### src/rtl/sacc_defs.svh
/*
 Constants for the SAR conversion and output coding block: register map,
 field positions, reset values, result codes and timing counts.
 Assumes a 100 MHz sys_clk and a 32-bit AXI4-Lite register bus.
*/
`ifndef SACC_DEFS_SVH
`define SACC_DEFS_SVH

// -----------------------------------------------------------------------
// Register map (byte addresses)
// -----------------------------------------------------------------------
`define SACC_ADDR_W        8
`define SACC_CFG_OFFS      8'h00
`define SACC_STAT_OFFS     8'h04
`define SACC_RES_OFFS      8'h08
`define SACC_RESP_OKAY     2'h0
`define SACC_RESP_SLVERR   2'h2

// -----------------------------------------------------------------------
// Configuration fields and reset values
// -----------------------------------------------------------------------
`define SACC_CFG_POL_BIT   2
`define SACC_CFG_SPAN_BIT  1
`define SACC_CFG_CODE_BIT  0
`define SACC_CFG_RST       3'h1
`define SACC_MODE_PAR18    2'h0
`define SACC_MODE_SERIAL   2'h3

// -----------------------------------------------------------------------
// Status fields
// -----------------------------------------------------------------------
`define SACC_STAT_BUSY     0
`define SACC_STAT_TRACK    1
`define SACC_STAT_SW       2
`define SACC_STAT_CFG_LO   4
`define SACC_STAT_STATE_LO 8

// -----------------------------------------------------------------------
// Result codes
// -----------------------------------------------------------------------
`define SACC_RES_W         18
`define SACC_MSB_MASK      18'h20000
`define SACC_FS_SB         18'h3ffff
`define SACC_FS_TC         18'h1ffff
`define SACC_NFS_SB        18'h00000
`define SACC_NFS_TC        18'h20000

// -----------------------------------------------------------------------
// Timing
// -----------------------------------------------------------------------
`define SACC_CLK_MHZ       100
`define SACC_PERIOD_NS     4000
`define SACC_PERIOD_CYC    ((`SACC_PERIOD_NS * `SACC_CLK_MHZ + 999) / 1000)
`define SACC_ACQ_NS        1000
`define SACC_ACQ_CYC       ((`SACC_ACQ_NS * `SACC_CLK_MHZ + 999) / 1000)
`define SACC_STEP_CYC      4
`define SACC_CNT_W         16

`endif

### src/rtl/sacc_pkg.sv
/*
 Types shared by the SAR conversion and output coding block.
 Assumes sacc_defs.svh for all numeric constants.
*/
package sacc_pkg;

   // --------------------------------------------------------------------
   // Sequencer states
   // --------------------------------------------------------------------
   typedef enum logic [3:0] {
      ST_ACQ  = 4'h1,
      ST_WAIT = 4'h2,
      ST_CONV = 4'h4,
      ST_CODE = 4'h8
   } sacc_state_type;

   // --------------------------------------------------------------------
   // Pin group and configuration word
   // --------------------------------------------------------------------
   typedef struct packed {
      logic       convert_start_n;
      logic       comparator_high;
      logic       overrange;
      logic       underrange;
      logic [1:0] interface_mode;
      logic       pin_or_register_config_select;
      logic       range_polarity_select;
      logic       range_span_select;
      logic       output_coding_select;
   } sacc_pins_type;

   typedef struct packed {
      logic range_polarity_select;
      logic range_span_select;
      logic output_coding_select;
   } sacc_cfg_type;

endpackage : sacc_pkg

### src/rtl/sacc_sar_engine.sv
/*
 Successive approximation engine: walks an 18-bit trial code from the MSB
 down, one decision every step period.
 Assumes comparator_high is already synchronised to sys_clk.
*/
`include "sacc_defs.svh"

module sacc_sar_engine (
   // Clock and reset
   input  wire logic                   sys_clk,
   input  wire logic                   rst,
   // Control
   input  wire logic                   start,
   input  wire logic                   comparator_high,
   output logic                        done,
   // Codes
   output logic [`SACC_RES_W-1:0]      trial_code,
   output logic [`SACC_RES_W-1:0]      final_code
);

   logic                        run_r;
   logic [`SACC_CNT_W-1:0]      cnt_r;
   logic [`SACC_RES_W-1:0]      mask_r;
   logic [`SACC_RES_W-1:0]      trial_r;
   logic                        decide;
   logic [`SACC_RES_W-1:0]      keep;

   assign decide     = run_r && (cnt_r == `SACC_CNT_W'(`SACC_STEP_CYC - 1));
   // Drop the trial bit when the input sits below the trial level
   assign keep       = comparator_high ? trial_r : (trial_r & ~mask_r);
   assign done       = decide && mask_r[0];
   assign final_code = keep;
   assign trial_code = trial_r;

   // --------------------------------------------------------------------
   // Binary search, MSB first
   // --------------------------------------------------------------------
   always_ff @(posedge sys_clk or posedge rst) begin
      if (rst) begin
         run_r   <= 1'b0;
         cnt_r   <= '0;
         mask_r  <= '0;
         trial_r <= '0;
      end else if (start) begin
         run_r   <= 1'b1;
         cnt_r   <= '0;
         mask_r  <= `SACC_MSB_MASK;
         trial_r <= `SACC_MSB_MASK;
      end else if (decide) begin
         cnt_r   <= '0;
         mask_r  <= mask_r >> 1;
         trial_r <= keep | (mask_r >> 1);
         if (mask_r[0]) begin
            run_r <= 1'b0;
         end
      end else if (run_r) begin
         cnt_r <= cnt_r + `SACC_CNT_W'(1);
      end
   end

endmodule : sacc_sar_engine

### src/rtl/sacc_top.sv
/*
 Conversion sequencer, output coding and range selection for an 18-bit
 SAR converter, with an AXI4-Lite slave for configuration and status.
 Assumes all pin inputs are asynchronous to sys_clk; the analog side
 follows trial_code, track and active_cfg.
*/
`include "sacc_defs.svh"

// Operation
// - Conversion starts only after acquisition ends and convert_start_n falls.
// - Resolve 18 bits by binary search, MSB first, down to one step.
// - Form the output code, then drop busy to show the result ready.
// - Straight binary or twos complement; not selectable in 18-bit parallel.
// - With register coding, ignore output_coding_select; far side holds it.
// - Full scale or overrange gives 0x3FFFF binary or 0x1FFFF twos.
// - Negative full scale or underrange gives 0x00000 or 0x20000.
// - Parallel and serial hardware modes take range from the pins.
// - With register range, ignore range pins; far side ties them.
// - Four ranges; write-only configuration register, rewritable any time.
// - New settings apply within one acquisition, no reset needed.
// - No pipeline latency: result belongs to its own convert start.
// - At most one conversion start per 4 microseconds.
// - Register configuration when interface mode is 3 and select pin low.
module sacc_top (
   // Clock and reset
   input  wire logic                      sys_clk,
   input  wire logic                      rst,
   // Device pins
   input  wire sacc_pkg::sacc_pins_type   pins,
   output logic                           busy,
   output logic [`SACC_RES_W-1:0]         result_code,
   // Analog control
   output logic                           track,
   output logic [`SACC_RES_W-1:0]         trial_code,
   output sacc_pkg::sacc_cfg_type         active_cfg,
   // AXI4-Lite write
   input  wire logic [`SACC_ADDR_W-1:0]   s_axi_awaddr,
   input  wire logic                      s_axi_awvalid,
   output logic                           s_axi_awready,
   input  wire logic [31:0]               s_axi_wdata,
   input  wire logic [3:0]                s_axi_wstrb,
   input  wire logic                      s_axi_wvalid,
   output logic                           s_axi_wready,
   output logic [1:0]                     s_axi_bresp,
   output logic                           s_axi_bvalid,
   input  wire logic                      s_axi_bready,
   // AXI4-Lite read
   input  wire logic [`SACC_ADDR_W-1:0]   s_axi_araddr,
   input  wire logic                      s_axi_arvalid,
   output logic                           s_axi_arready,
   output logic [31:0]                    s_axi_rdata,
   output logic [1:0]                     s_axi_rresp,
   output logic                           s_axi_rvalid,
   input  wire logic                      s_axi_rready
);

   // --------------------------------------------------------------------
   // Declarations
   // --------------------------------------------------------------------
   sacc_pkg::sacc_pins_type  pins_m_r;
   sacc_pkg::sacc_pins_type  pins_s_r;
   logic                     cnv_d_r;
   logic                     cnv_fall;
   sacc_pkg::sacc_state_type state_r;
   sacc_pkg::sacc_cfg_type   cfg_reg_r;
   sacc_pkg::sacc_cfg_type   act_cfg_r;
   sacc_pkg::sacc_cfg_type   cfg_nxt;
   logic                     act_sw_r;
   logic                     sw_mode;
   logic                     par18;
   logic [`SACC_CNT_W-1:0]   acq_cnt_r;
   logic [`SACC_CNT_W-1:0]   period_cnt_r;
   logic                     period_ok;
   logic                     sar_start;
   logic                     sar_done;
   logic [`SACC_RES_W-1:0]   sar_code;
   logic [`SACC_RES_W-1:0]   raw_r;
   logic [`SACC_RES_W-1:0]   result_r;
   logic [`SACC_RES_W-1:0]   result_nxt;
   logic                     busy_r;
   logic                     track_r;
   logic                     aw_got_r;
   logic                     w_got_r;
   logic [`SACC_ADDR_W-1:0]  aw_addr_r;
   logic [31:0]              w_data_r;
   logic [3:0]               w_strb_r;
   logic                     wr_fire;
   logic                     bvalid_r;
   logic [1:0]               bresp_r;
   logic                     rvalid_r;
   logic [1:0]               rresp_r;
   logic [31:0]              rdata_r;
   logic [31:0]              status;
   logic [2:0]               wr_sel;

   // One-hot select: bit0 config, bit1 status, bit2 result
   function automatic logic [2:0] reg_sel(
      input logic [`SACC_ADDR_W-1:0] addr);
      reg_sel = {addr == `SACC_RES_OFFS, addr == `SACC_STAT_OFFS,
                 addr == `SACC_CFG_OFFS};
   endfunction : reg_sel

   // --------------------------------------------------------------------
   // Pin synchroniser
   // --------------------------------------------------------------------
   always_ff @(posedge sys_clk or posedge rst) begin
      if (rst) begin
         pins_m_r <= '1;
         pins_s_r <= '1;
         cnv_d_r  <= 1'b1;
      end else begin
         pins_m_r <= pins;
         pins_s_r <= pins_m_r;
         cnv_d_r  <= pins_s_r.convert_start_n;
      end
   end

   assign cnv_fall = cnv_d_r && !pins_s_r.convert_start_n;

   // --------------------------------------------------------------------
   // Configuration source selection
   // --------------------------------------------------------------------
   assign sw_mode = (pins_s_r.interface_mode == `SACC_MODE_SERIAL) &&
                    !pins_s_r.pin_or_register_config_select;
   assign par18   = (pins_s_r.interface_mode == `SACC_MODE_PAR18);

   always_comb begin
      if (sw_mode) begin
         cfg_nxt = cfg_reg_r;
      end else begin
         cfg_nxt.range_polarity_select = pins_s_r.range_polarity_select;
         cfg_nxt.range_span_select     = pins_s_r.range_span_select;
         cfg_nxt.output_coding_select  = pins_s_r.output_coding_select;
      end
      if (par18) begin
         cfg_nxt.output_coding_select = 1'b1;
      end
   end

   // Settings are picked up at the end of every acquisition
   always_ff @(posedge sys_clk or posedge rst) begin
      if (rst) begin
         act_cfg_r <= sacc_pkg::sacc_cfg_type'(`SACC_CFG_RST);
         act_sw_r  <= 1'b0;
      end else if (state_r == sacc_pkg::ST_ACQ &&
                   acq_cnt_r == `SACC_CNT_W'(`SACC_ACQ_CYC - 1)) begin
         act_cfg_r <= cfg_nxt;
         act_sw_r  <= sw_mode;
      end
   end

   // --------------------------------------------------------------------
   // Throughput limit
   // --------------------------------------------------------------------
   assign period_ok = period_cnt_r >= `SACC_CNT_W'(`SACC_PERIOD_CYC - 1);
   assign sar_start = (state_r == sacc_pkg::ST_WAIT) && cnv_fall &&
                      period_ok;

   always_ff @(posedge sys_clk or posedge rst) begin
      if (rst) begin
         period_cnt_r <= `SACC_CNT_W'(`SACC_PERIOD_CYC - 1);
      end else if (sar_start) begin
         period_cnt_r <= '0;
      end else if (!period_ok) begin
         period_cnt_r <= period_cnt_r + `SACC_CNT_W'(1);
      end
   end

   // --------------------------------------------------------------------
   // Conversion sequencer
   // --------------------------------------------------------------------
   always_ff @(posedge sys_clk or posedge rst) begin
      if (rst) begin
         state_r   <= sacc_pkg::ST_ACQ;
         acq_cnt_r <= '0;
         busy_r    <= 1'b0;
         track_r   <= 1'b1;
      end else begin
         unique case (state_r)
            sacc_pkg::ST_ACQ: begin
               if (acq_cnt_r == `SACC_CNT_W'(`SACC_ACQ_CYC - 1)) begin
                  state_r <= sacc_pkg::ST_WAIT;
               end else begin
                  acq_cnt_r <= acq_cnt_r + `SACC_CNT_W'(1);
               end
            end
            sacc_pkg::ST_WAIT: begin
               if (sar_start) begin
                  state_r <= sacc_pkg::ST_CONV;
                  busy_r  <= 1'b1;
                  track_r <= 1'b0;
               end
            end
            sacc_pkg::ST_CONV: begin
               if (sar_done) begin
                  state_r <= sacc_pkg::ST_CODE;
               end
            end
            sacc_pkg::ST_CODE: begin
               state_r   <= sacc_pkg::ST_ACQ;
               acq_cnt_r <= '0;
               busy_r    <= 1'b0;
               track_r   <= 1'b1;
            end
         endcase
      end
   end

   sacc_sar_engine u_sar (
      .sys_clk         (sys_clk),
      .rst             (rst),
      .start           (sar_start),
      .comparator_high (pins_s_r.comparator_high),
      .done            (sar_done),
      .trial_code      (trial_code),
      .final_code      (sar_code)
   );

   // --------------------------------------------------------------------
   // Output coding
   // --------------------------------------------------------------------
   always_comb begin
      if (pins_s_r.overrange) begin
         result_nxt = act_cfg_r.output_coding_select ?
                      `SACC_FS_SB : `SACC_FS_TC;
      end else if (pins_s_r.underrange) begin
         result_nxt = act_cfg_r.output_coding_select ?
                      `SACC_NFS_SB : `SACC_NFS_TC;
      end else if (act_cfg_r.output_coding_select) begin
         result_nxt = raw_r;
      end else begin
         result_nxt = raw_r ^ `SACC_MSB_MASK;
      end
   end

   always_ff @(posedge sys_clk or posedge rst) begin
      if (rst) begin
         raw_r    <= '0;
         result_r <= '0;
      end else begin
         if (state_r == sacc_pkg::ST_CONV && sar_done) begin
            raw_r <= sar_code;
         end
         if (state_r == sacc_pkg::ST_CODE) begin
            result_r <= result_nxt;
         end
      end
   end

   assign busy        = busy_r;
   assign track       = track_r;
   assign result_code = result_r;
   assign active_cfg  = act_cfg_r;

   // --------------------------------------------------------------------
   // AXI4-Lite write channel
   // --------------------------------------------------------------------
   assign s_axi_awready = !aw_got_r && !bvalid_r;
   assign s_axi_wready  = !w_got_r && !bvalid_r;
   assign wr_fire       = aw_got_r && w_got_r && !bvalid_r;

   always_ff @(posedge sys_clk or posedge rst) begin
      if (rst) begin
         aw_got_r  <= 1'b0;
         aw_addr_r <= '0;
      end else if (s_axi_awvalid && s_axi_awready) begin
         aw_got_r  <= 1'b1;
         aw_addr_r <= s_axi_awaddr;
      end else if (wr_fire) begin
         aw_got_r  <= 1'b0;
      end
   end

   always_ff @(posedge sys_clk or posedge rst) begin
      if (rst) begin
         w_got_r  <= 1'b0;
         w_data_r <= '0;
         w_strb_r <= '0;
      end else if (s_axi_wvalid && s_axi_wready) begin
         w_got_r  <= 1'b1;
         w_data_r <= s_axi_wdata;
         w_strb_r <= s_axi_wstrb;
      end else if (wr_fire) begin
         w_got_r  <= 1'b0;
      end
   end

   always_ff @(posedge sys_clk or posedge rst) begin
      if (rst) begin
         bvalid_r <= 1'b0;
         bresp_r  <= `SACC_RESP_OKAY;
      end else if (wr_fire) begin
         bvalid_r <= 1'b1;
         bresp_r  <= (reg_sel(aw_addr_r) == 3'h0) ?
                     `SACC_RESP_SLVERR : `SACC_RESP_OKAY;
      end else if (s_axi_bready) begin
         bvalid_r <= 1'b0;
      end
   end

   assign wr_sel = reg_sel(aw_addr_r);

   // Configuration may be rewritten at any time
   always_ff @(posedge sys_clk or posedge rst) begin
      if (rst) begin
         cfg_reg_r <= sacc_pkg::sacc_cfg_type'(`SACC_CFG_RST);
      end else if (wr_fire && wr_sel[0] && w_strb_r[0]) begin
         cfg_reg_r <= sacc_pkg::sacc_cfg_type'(w_data_r[2:0]);
      end
   end

   assign s_axi_bvalid = bvalid_r;
   assign s_axi_bresp  = bresp_r;

   // --------------------------------------------------------------------
   // AXI4-Lite read channel
   // --------------------------------------------------------------------
   always_comb begin
      status = '0;
      status[`SACC_STAT_BUSY]  = busy_r;
      status[`SACC_STAT_TRACK] = track_r;
      status[`SACC_STAT_SW]    = act_sw_r;
      status[`SACC_STAT_CFG_LO +: 3]   = act_cfg_r;
      status[`SACC_STAT_STATE_LO +: 4] = state_r;
   end

   assign s_axi_arready = !rvalid_r;

   always_ff @(posedge sys_clk or posedge rst) begin
      if (rst) begin
         rvalid_r <= 1'b0;
         rresp_r  <= `SACC_RESP_OKAY;
         rdata_r  <= '0;
      end else if (s_axi_arvalid && !rvalid_r) begin
         rvalid_r <= 1'b1;
         rresp_r  <= `SACC_RESP_OKAY;
         unique case (reg_sel(s_axi_araddr))
            3'h1:    rdata_r <= '0; // write-only configuration
            3'h2:    rdata_r <= status;
            3'h4:    rdata_r <= {14'h0, result_r};
            default: begin
               rdata_r <= '0;
               rresp_r <= `SACC_RESP_SLVERR;
            end
         endcase
      end else if (s_axi_rready) begin
         rvalid_r <= 1'b0;
      end
   end

   assign s_axi_rvalid = rvalid_r;
   assign s_axi_rresp  = rresp_r;
   assign s_axi_rdata  = rdata_r;

   // --------------------------------------------------------------------
   // Assertions
   // --------------------------------------------------------------------
   property p_start_after_acq;
      @(posedge sys_clk) disable iff (rst)
      $rose(busy_r) |-> $past(state_r) == sacc_pkg::ST_WAIT &&
                        $past(cnv_fall);
   endproperty
   a_start_after_acq: assert property (p_start_after_acq)
      else $error("conversion began outside a completed acquisition");

   property p_msb_first;
      @(posedge sys_clk) disable iff (rst)
      sar_start |=> trial_code == `SACC_MSB_MASK ##72 state_r ==
                    sacc_pkg::ST_CODE;
   endproperty
   a_msb_first: assert property (p_msb_first)
      else $error("search did not start at MSB or took wrong length");

   property p_busy_after_code;
      @(posedge sys_clk) disable iff (rst)
      $fell(busy_r) |-> $past(state_r) == sacc_pkg::ST_CODE &&
                        result_r == $past(result_nxt);
   endproperty
   a_busy_after_code: assert property (p_busy_after_code)
      else $error("busy fell before the code was formed");

   property p_over_sat;
      @(posedge sys_clk) disable iff (rst)
      (state_r == sacc_pkg::ST_CODE && pins_s_r.overrange) |=>
         result_r == (act_cfg_r.output_coding_select ?
                      `SACC_FS_SB : `SACC_FS_TC);
   endproperty
   a_over_sat: assert property (p_over_sat)
      else $error("overrange code wrong");

   property p_under_sat;
      @(posedge sys_clk) disable iff (rst)
      (state_r == sacc_pkg::ST_CODE && !pins_s_r.overrange &&
       pins_s_r.underrange) |=>
         result_r == (act_cfg_r.output_coding_select ?
                      `SACC_NFS_SB : `SACC_NFS_TC);
   endproperty
   a_under_sat: assert property (p_under_sat)
      else $error("underrange code wrong");

   property p_twos_msb;
      @(posedge sys_clk) disable iff (rst)
      (state_r == sacc_pkg::ST_CODE && !pins_s_r.overrange &&
       !pins_s_r.underrange && !act_cfg_r.output_coding_select) |=>
         result_r == ($past(raw_r) ^ `SACC_MSB_MASK);
   endproperty
   a_twos_msb: assert property (p_twos_msb)
      else $error("twos complement is not MSB-inverted binary");

   property p_rate_limit;
      @(posedge sys_clk) disable iff (rst)
      sar_start |=> !sar_start [*8] ##1 period_cnt_r == 16'h0008;
   endproperty
   a_rate_limit: assert property (p_rate_limit)
      else $error("conversion start spacing not tracked");

   property p_cfg_stable;
      @(posedge sys_clk) disable iff (rst)
      (state_r != sacc_pkg::ST_ACQ) |=> $stable(act_cfg_r);
   endproperty
   a_cfg_stable: assert property (p_cfg_stable)
      else $error("settings changed outside acquisition");

   property p_sw_source;
      @(posedge sys_clk) disable iff (rst)
      (state_r == sacc_pkg::ST_ACQ ##1 state_r == sacc_pkg::ST_WAIT) |->
         !$past(sw_mode) || $past(par18) ||
         act_cfg_r == $past(cfg_reg_r);
   endproperty
   a_sw_source: assert property (p_sw_source)
      else $error("register settings not used in software mode");

   property p_par18_binary;
      @(posedge sys_clk) disable iff (rst)
      (state_r == sacc_pkg::ST_ACQ ##1 state_r == sacc_pkg::ST_WAIT) |->
         !$past(par18) || act_cfg_r.output_coding_select;
   endproperty
   a_par18_binary: assert property (p_par18_binary)
      else $error("coding not straight binary in 18-bit parallel");

endmodule : sacc_top

### config.mk
export PLATFORM = sky130hd
export DESIGN_NAME = sacc_top
export DESIGN_NICKNAME = d
export VERILOG_FILES = /design/src/rtl/sacc_pkg.sv /design/src/rtl/sacc_sar_engine.sv /design/src/rtl/sacc_top.sv
export VERILOG_INCLUDE_DIRS = /design/src /design/src/rtl
export SDC_FILE = /design/constraint.sdc
export NUM_CORES = 1
export LEC_CHECK = 0
export BUFFER_PORTS_ARGS = -buffer_cell sky130_fd_sc_hd__buf_2
export CAP_MARGIN = 10
export CORE_UTILIZATION = 40
export CTS_CLUSTER_SIZE = 14
export DETAILED_ROUTE_END_ITERATION = 16
export PLACE_DENSITY = 0.62
export SLEW_MARGIN = 25
export SYNTH_ARGS = -nofsm -noshare
export SYNTH_HDL_FRONTEND = slang
export SYNTH_SLANG_ARGS = --single-unit
### constraint.sdc
create_clock -name sys_clk -period 7.12 [get_ports sys_clk]
set_input_delay 0.356 -clock sys_clk [delete_from_list [all_inputs] [get_ports sys_clk]]
set_output_delay 0.356 -clock sys_clk [all_outputs]
set_load 0.05 [all_outputs]
==> flow_summary.yaml, run 1 <==
run_status:
  status: "completed"
clock_network:
  clk_latency_ns: 0.43
  cts_root_buffer: "clkbuf_16"
  clk_pin_slew_ns: 0.06
  cts_buffer_depth: 2
  cts_hold_buf: 0
  cts_setup_buffers: 0
  cts.sinks: 191
  cts_resized: 0
  numCtsBuffers: 17
  htree_num_levels: 4
  cts_tree: "done"
detailed_routing:
  first_pass_iters: 5
  drt_iter0_markers: 405
  vias: 5980
  viasPerCell: 5.13
  drt-total-wl_um: 18100
  wl_per_cell_um: 15.5
  ant_nets: 0
  post-route-drc-count: 0
sta:
  worstMarginPinSlew_ns: 0.904
  fmax_mhz: 372
  setup_violations: 0
  period_share: 0.377
  rsz0062_at_grt: "no"
  hold_violations: 0
  relSlewSlack: 0.397
  fin_crit_ns: 2.69
  finalSetupTns_ns: 0
  slew_viol_final: 0
  finalClockSkew_ns: 0.0157
yosys:
  synth_largest_area_cell: "dfrtp_1"
  syn-instance-count: 792
  synthArstFlopShare: 1.00
  synth_edf_count: 0
  ys_seq_area_frac: 0.585
  ys_top_cells_by_area: "dfrtp_1 (49%), dfstp_2 (9.9%), a21oi_1 (5.3%)"
  synth_area_sq_um: 8240
  yosys_warnings: 0
  ys_types: 51
  syn_avg_cell_area_sq_um: 10.4
  synth-seq-cells: 191
  synthFlopType: "dfrtp_1"
  yosysTopAreaCellShare: 0.486
hold_path:
  whs_endpoint: "pins_m_r[9]"
  min_from: "pins[9]"
  hp-class: "primary input to flip-flop"
  hold_depth: 1
placement:
  portBuffers: 102
  gp_congestion: 0.785
  dp.cells: 1134
  dp_hpwl_um: 12000
cells_and_area:
  layout.cells.non_filler: 1166
  nets: 956
  diodes: 0
  syn2layout_area_growth_pct: 16.2
  fill_cells: 1908
  final_util: 0.473
  drive_above_1_share: 0.222
grt:
  grt_max_degree: 130
  antenna_found_initial: 0
  grt_pass1_wl_um: 29900
  grt_pass1_vias: 5523
  grt.total_usage: 0.179
  gr-total-overflow: 0
critical_path:
  critPathKind: "flip-flop to flip-flop"
  crit_start: "state_r[0]"
  critPathMaxFanout: 19
  cp.arrival_ns: 3.03
  r2r_setup_slack_ns: 4.43
  startpoint_type: "flip-flop"
  cp.required_ns: 7.47
  end_kind: "flip-flop"
  timing.rr.end: "acq_cnt_r[13]"
  worstReg2RegStart: "state_r[0]"
  reg2reg_depth: 4
power:
  finalPower_mw: 2.44
  cellPowerDensity_nw_per_um2: 255
  ir_drop_uv: 154
  power.leakage_nw: 4.47
floorplan:
  ios: 151
  die_area_sq_um: 21200
  die_x_um: 146
  start_util: 0.407
  core_sq_um: 20200
  rows: 52
  die_y_um: 146
run:
  max-cap-violations: 0
## where the power goes
part	internal (mW)	total (mW)	switching, mW
Combinational	0.0906	0.289	0.199
Clock	0.545	0.947	0.401
Sequential	1.16	1.20	0.0411
## layer usage
metal | share of wire | GRT usage | routed length [um] | vias to the layer above
met3 | 0.033 | 0.0361 | 596 | 15
met4 | 0.015 | 0.0521 | 271 | 0
met2 | 0.45 | 0.262 | 8150 | 126
met5 | 0 | 0 | 0 | -
li1 | - | - | - | 2925
met1 | 0.50 | 0.267 | 9080 | 2914
## how the worst max path moves through the flow
stage,endpoint,cells past startpoint
finish,acq_cnt_r[13],4
detailed placement,acq_cnt_r[13],4
global route,u_sar.cnt_r[5],5
CTS,acq_cnt_r[13],4
global placement,acq_cnt_r[13],4
floorplan,acq_cnt_r[0],1
## cells in the final DEF (no fill, tap or decap), types with 6 or more instances in the layout
cell type  count
nand2_1       95
mux2i_1       20
o21ai_0       34
a221oi_1      10
buf_2        102
or3_1         10
and3_1         6
a21oi_1       86
nor2_1        52
inv_1         26
and2_1        10
a21o_1         6
or4_1          8
nor3_1        20
mux2_2        21
clkbuf_16     17
xnor2_1       11
nand3_1       28
o31ai_1        6
nand4_1        9
xor2_1         6
nand2b_1      21
buf_4          8
nor4_1        13
dfstp_2       31
conb_1        16
dfrtp_1      160
## worst max-delay path: stages, from the launching register on
cell and delay (ns):
dfstp_2 0.58, or4b_1 0.74, or4_4 0.63, or4_1 0.51, a21oi_1 0.15
## layout make-up
type / instances / area (sq um) / area share
timing repair buffer: 111 / 581 / 0.0607
multi-input combinational: 535 / 3140 / 0.328
sequential: 191 / 4820 / 0.503
clock buffer: 23 / 478 / 0.0499
tap: 270 / 338 / 0.0353
clock inverter: 8 / 109 / 0.0114
inverter: 28 / 113 / 0.0118
## stage by stage
stage	worst slack [ns]	instance area (sq um)	hold slack (ns)
3_5_place_dp	4.45	8970	0.347
4_1_cts	4.42	9560	0.00318
6_report	4.43	9570	0.0232
2_1_floorplan	1.62	8300	0.345
3_3_place_gp	4.46	8960	0.347
5_1_grt	4.31	9570	0.00820
## state kept, by name (all words and copies together), names as in the netlist, 3 cells and up
signal and flops:
acq_cnt_r 16, active_cfg 3, aw_addr_r 8, cfg_reg_r 3
period_cnt_r 16, pins_m_r 10, pins_s_r 10, raw_r 18
result_code 18, s_axi_rdata 18, state_r 4, u_sar.cnt_r 16
u_sar.mask_r 18, u_sar.trial_code 18, w_data_r 3
## synthesized netlist by cell type (4+ instances only)
cell type	count
dfstp_2	31
nor3_1	20
or4_1	8
and4_1	5
nor4_1	13
nand4_1	9
and2_1	10
dfrtp_1	160
mux2i_1	20
buf_4	16
a221oi_1	10
nand2b_1	21
nand2_1	95
and3_1	6
o31ai_1	6
a21oi_1	87
o21ai_0	34
a221o_1	4
inv_1	27
nor2_1	52
mux2_2	21
nor2b_1	5
nand3_1	29
xnor2_1	11
or3_1	10
xor2_1	6
a21o_1	6
clkbuf_1	32
## logic make-up (layout without fill, tap and decap cells)
family | after synthesis | count (layout) | synth area share
simple gates | 298 | 298 | 0.182
flops | 191 | 191 | 0.585
compound gates | 160 | 160 | 0.113
buf+inv | 81 | 170 | 0.0446
mux | 41 | 41 | 0.0530
xor+xnor | 17 | 17 | 0.0181
fa+ha+maj | 3 | 3 | 0.00456
other cells | 1 | 16 | 0.000455
Note: power is estimated with default switching activity, not from simulation.
==> run 2: changes to the inputs <==
clock period = 2.6 ns   (was 7.12 ns; I/O delays follow)
==> run 2 against run 1 <==
Net effect: total power grew to 2.9 times the previous value; maximum frequency is 12% higher; clock power grew to 3.1 times the previous value; worst setup slack worse by 4.2 ns; utilization is 2.3 points higher; global-route usage is 0.11 points higher; non-clock buffer count is 35 higher; flip-flop and latch count stayed put; register-to-register slack worse by 4.2 ns.
==> flow_summary.yaml, run 2 (same netlist as run 1, synthesis figures left out) <==
grt:
  gr-total-overflow: 0
  grt_pass1_vias: 5871
  grt.met3_usage: 0.0354
  grt_max_degree: 75
  grt_busiest_layer: "met2"
  grt_pass1_wl_um: 30300
  grt_use_met2: 0.270
  grt_use_met1: 0.262
  grt.total_usage: 0.180
  antenna_found_initial: 0
sta:
  fmax_mhz: 418
  setup_violations: 0
  worstMarginPinSlew_ns: 0.791
  hold_violations: 0
  slew_viol_final: 0
  period_share: 0.919
  fin_ws_ns: 0.210
  relSlewSlack: 0.471
  finalClockSkew_ns: 0.00922
  whs_ns: 0.0609
  finalSetupTns_ns: 0
  fin_crit_ns: 2.39
  rsz0062_at_grt: "no"
run:
  max-cap-violations: 0
floorplan:
  die_x_um: 146
  start_util: 0.407
  ios: 151
  core_sq_um: 20200
  die_area_sq_um: 21200
  rows: 52
  die_y_um: 146
critical_path:
  critPathMaxFanout: 18
  crit_start: "state_r[0]"
  cp.arrival_ns: 2.74
  critPathKind: "flip-flop to flip-flop"
  cp.required_ns: 2.95
  timing.rr.end: "acq_cnt_r[12]"
  end_kind: "flip-flop"
  startpoint_type: "flip-flop"
  r2r_setup_slack_ns: 0.21
  reg2reg_depth: 5
  worstReg2RegStart: "state_r[0]"
clock_network:
  clk_pin_slew_ns: 0.07
  cts.sinks: 191
  cts_buffer_depth: 2
  cts_root_buffer: "clkbuf_16"
  numCtsBuffers: 17
  cts_setup_buffers: 0
  cts_tree: "done"
  htree_num_levels: 4
  cts_resized: 0
  cts_hold_buf: 25
  clk_latency_ns: 0.43
cells_and_area:
  layout.cells.non_filler: 1202
  final_cell_mix: "dfrtp_1 (160), buf_2 (102), nand2_1 (95)"
  nets: 991
  syn2layout_area_growth_pct: 21.7
  diodes: 0
  final_common_cell: "dfrtp_1"
  design_area_sq_um: 10000
  final_util: 0.496
  drive_above_1_share: 0.227
detailed_routing:
  post-route-drc-count: 0
  drt_iter0_markers: 507
  first_pass_iters: 5
  vias: 6207
  drt-total-wl_um: 18000
  viasPerCell: 5.16
  ant_nets: 0
  wl_per_cell_um: 15.0
placement:
  dp.cells: 1145
  portBuffers: 102
  dpl_cell_area_sq_um: 9100
  dp_hpwl_um: 12100
  gp_congestion: 0.775
  place_ws_ns: 0.244
hold_path:
  whs_endpoint: "s_axi_rresp[1]"
  min_from: "s_axi_araddr[3]"
  hp-class: "primary input to flip-flop"
  hold_depth: 3
run_status:
  status: "completed"
power:
  ir_drop_uv: 421
  finalPower_mw: 7.08
  cellPowerDensity_nw_per_um2: 706
  power.leakage_nw: 4.69
-- run 2: how the worst max path moves through the flow --
stage / end / cells past startpoint
2_1_floorplan: acq_cnt_r[0] / 1
3_3_place_gp: acq_cnt_r[12] / 5
3_5_place_dp: acq_cnt_r[14] / 5
4_1_cts: acq_cnt_r[12] / 5
5_1_grt: acq_cnt_r[12] / 5
6_report: acq_cnt_r[12] / 5
-- run 2: critical path: stages, from the launching register on --
cell     delay [ns]
dfstp_2        0.57
or4b_1         0.50
buf_4          0.22
or4_1          0.53
or3_1          0.33
a21oi_1        0.16
-- run 2: metal layers --
layer / part of all wire / up-vias
met1: 0.48 / 3031
met3: 0.050 / 24
met4: 0.016 / 0
met2: 0.45 / 155
met5: 0 / -
li1: - / 2997
-- run 2: area by class of cell --
| type | instances | area, sq um |
|---|---|---|
| Clock buffer | 21 | 480 |
| Sequential cell | 191 | 4820 |
| Clock inverter | 11 | 198 |
| Multi-Input combinational cell | 535 | 3130 |
| Inverter | 28 | 109 |
| Timing Repair Buffer | 146 | 953 |
| Fill cell | 1905 | 10200 |
| Tap cell | 270 | 338 |
-- run 2: report_power, final --
group	internal (mW)	switching [mW]
clock	1.82	1.14
sequential	3.18	0.114
combinational	0.280	0.554
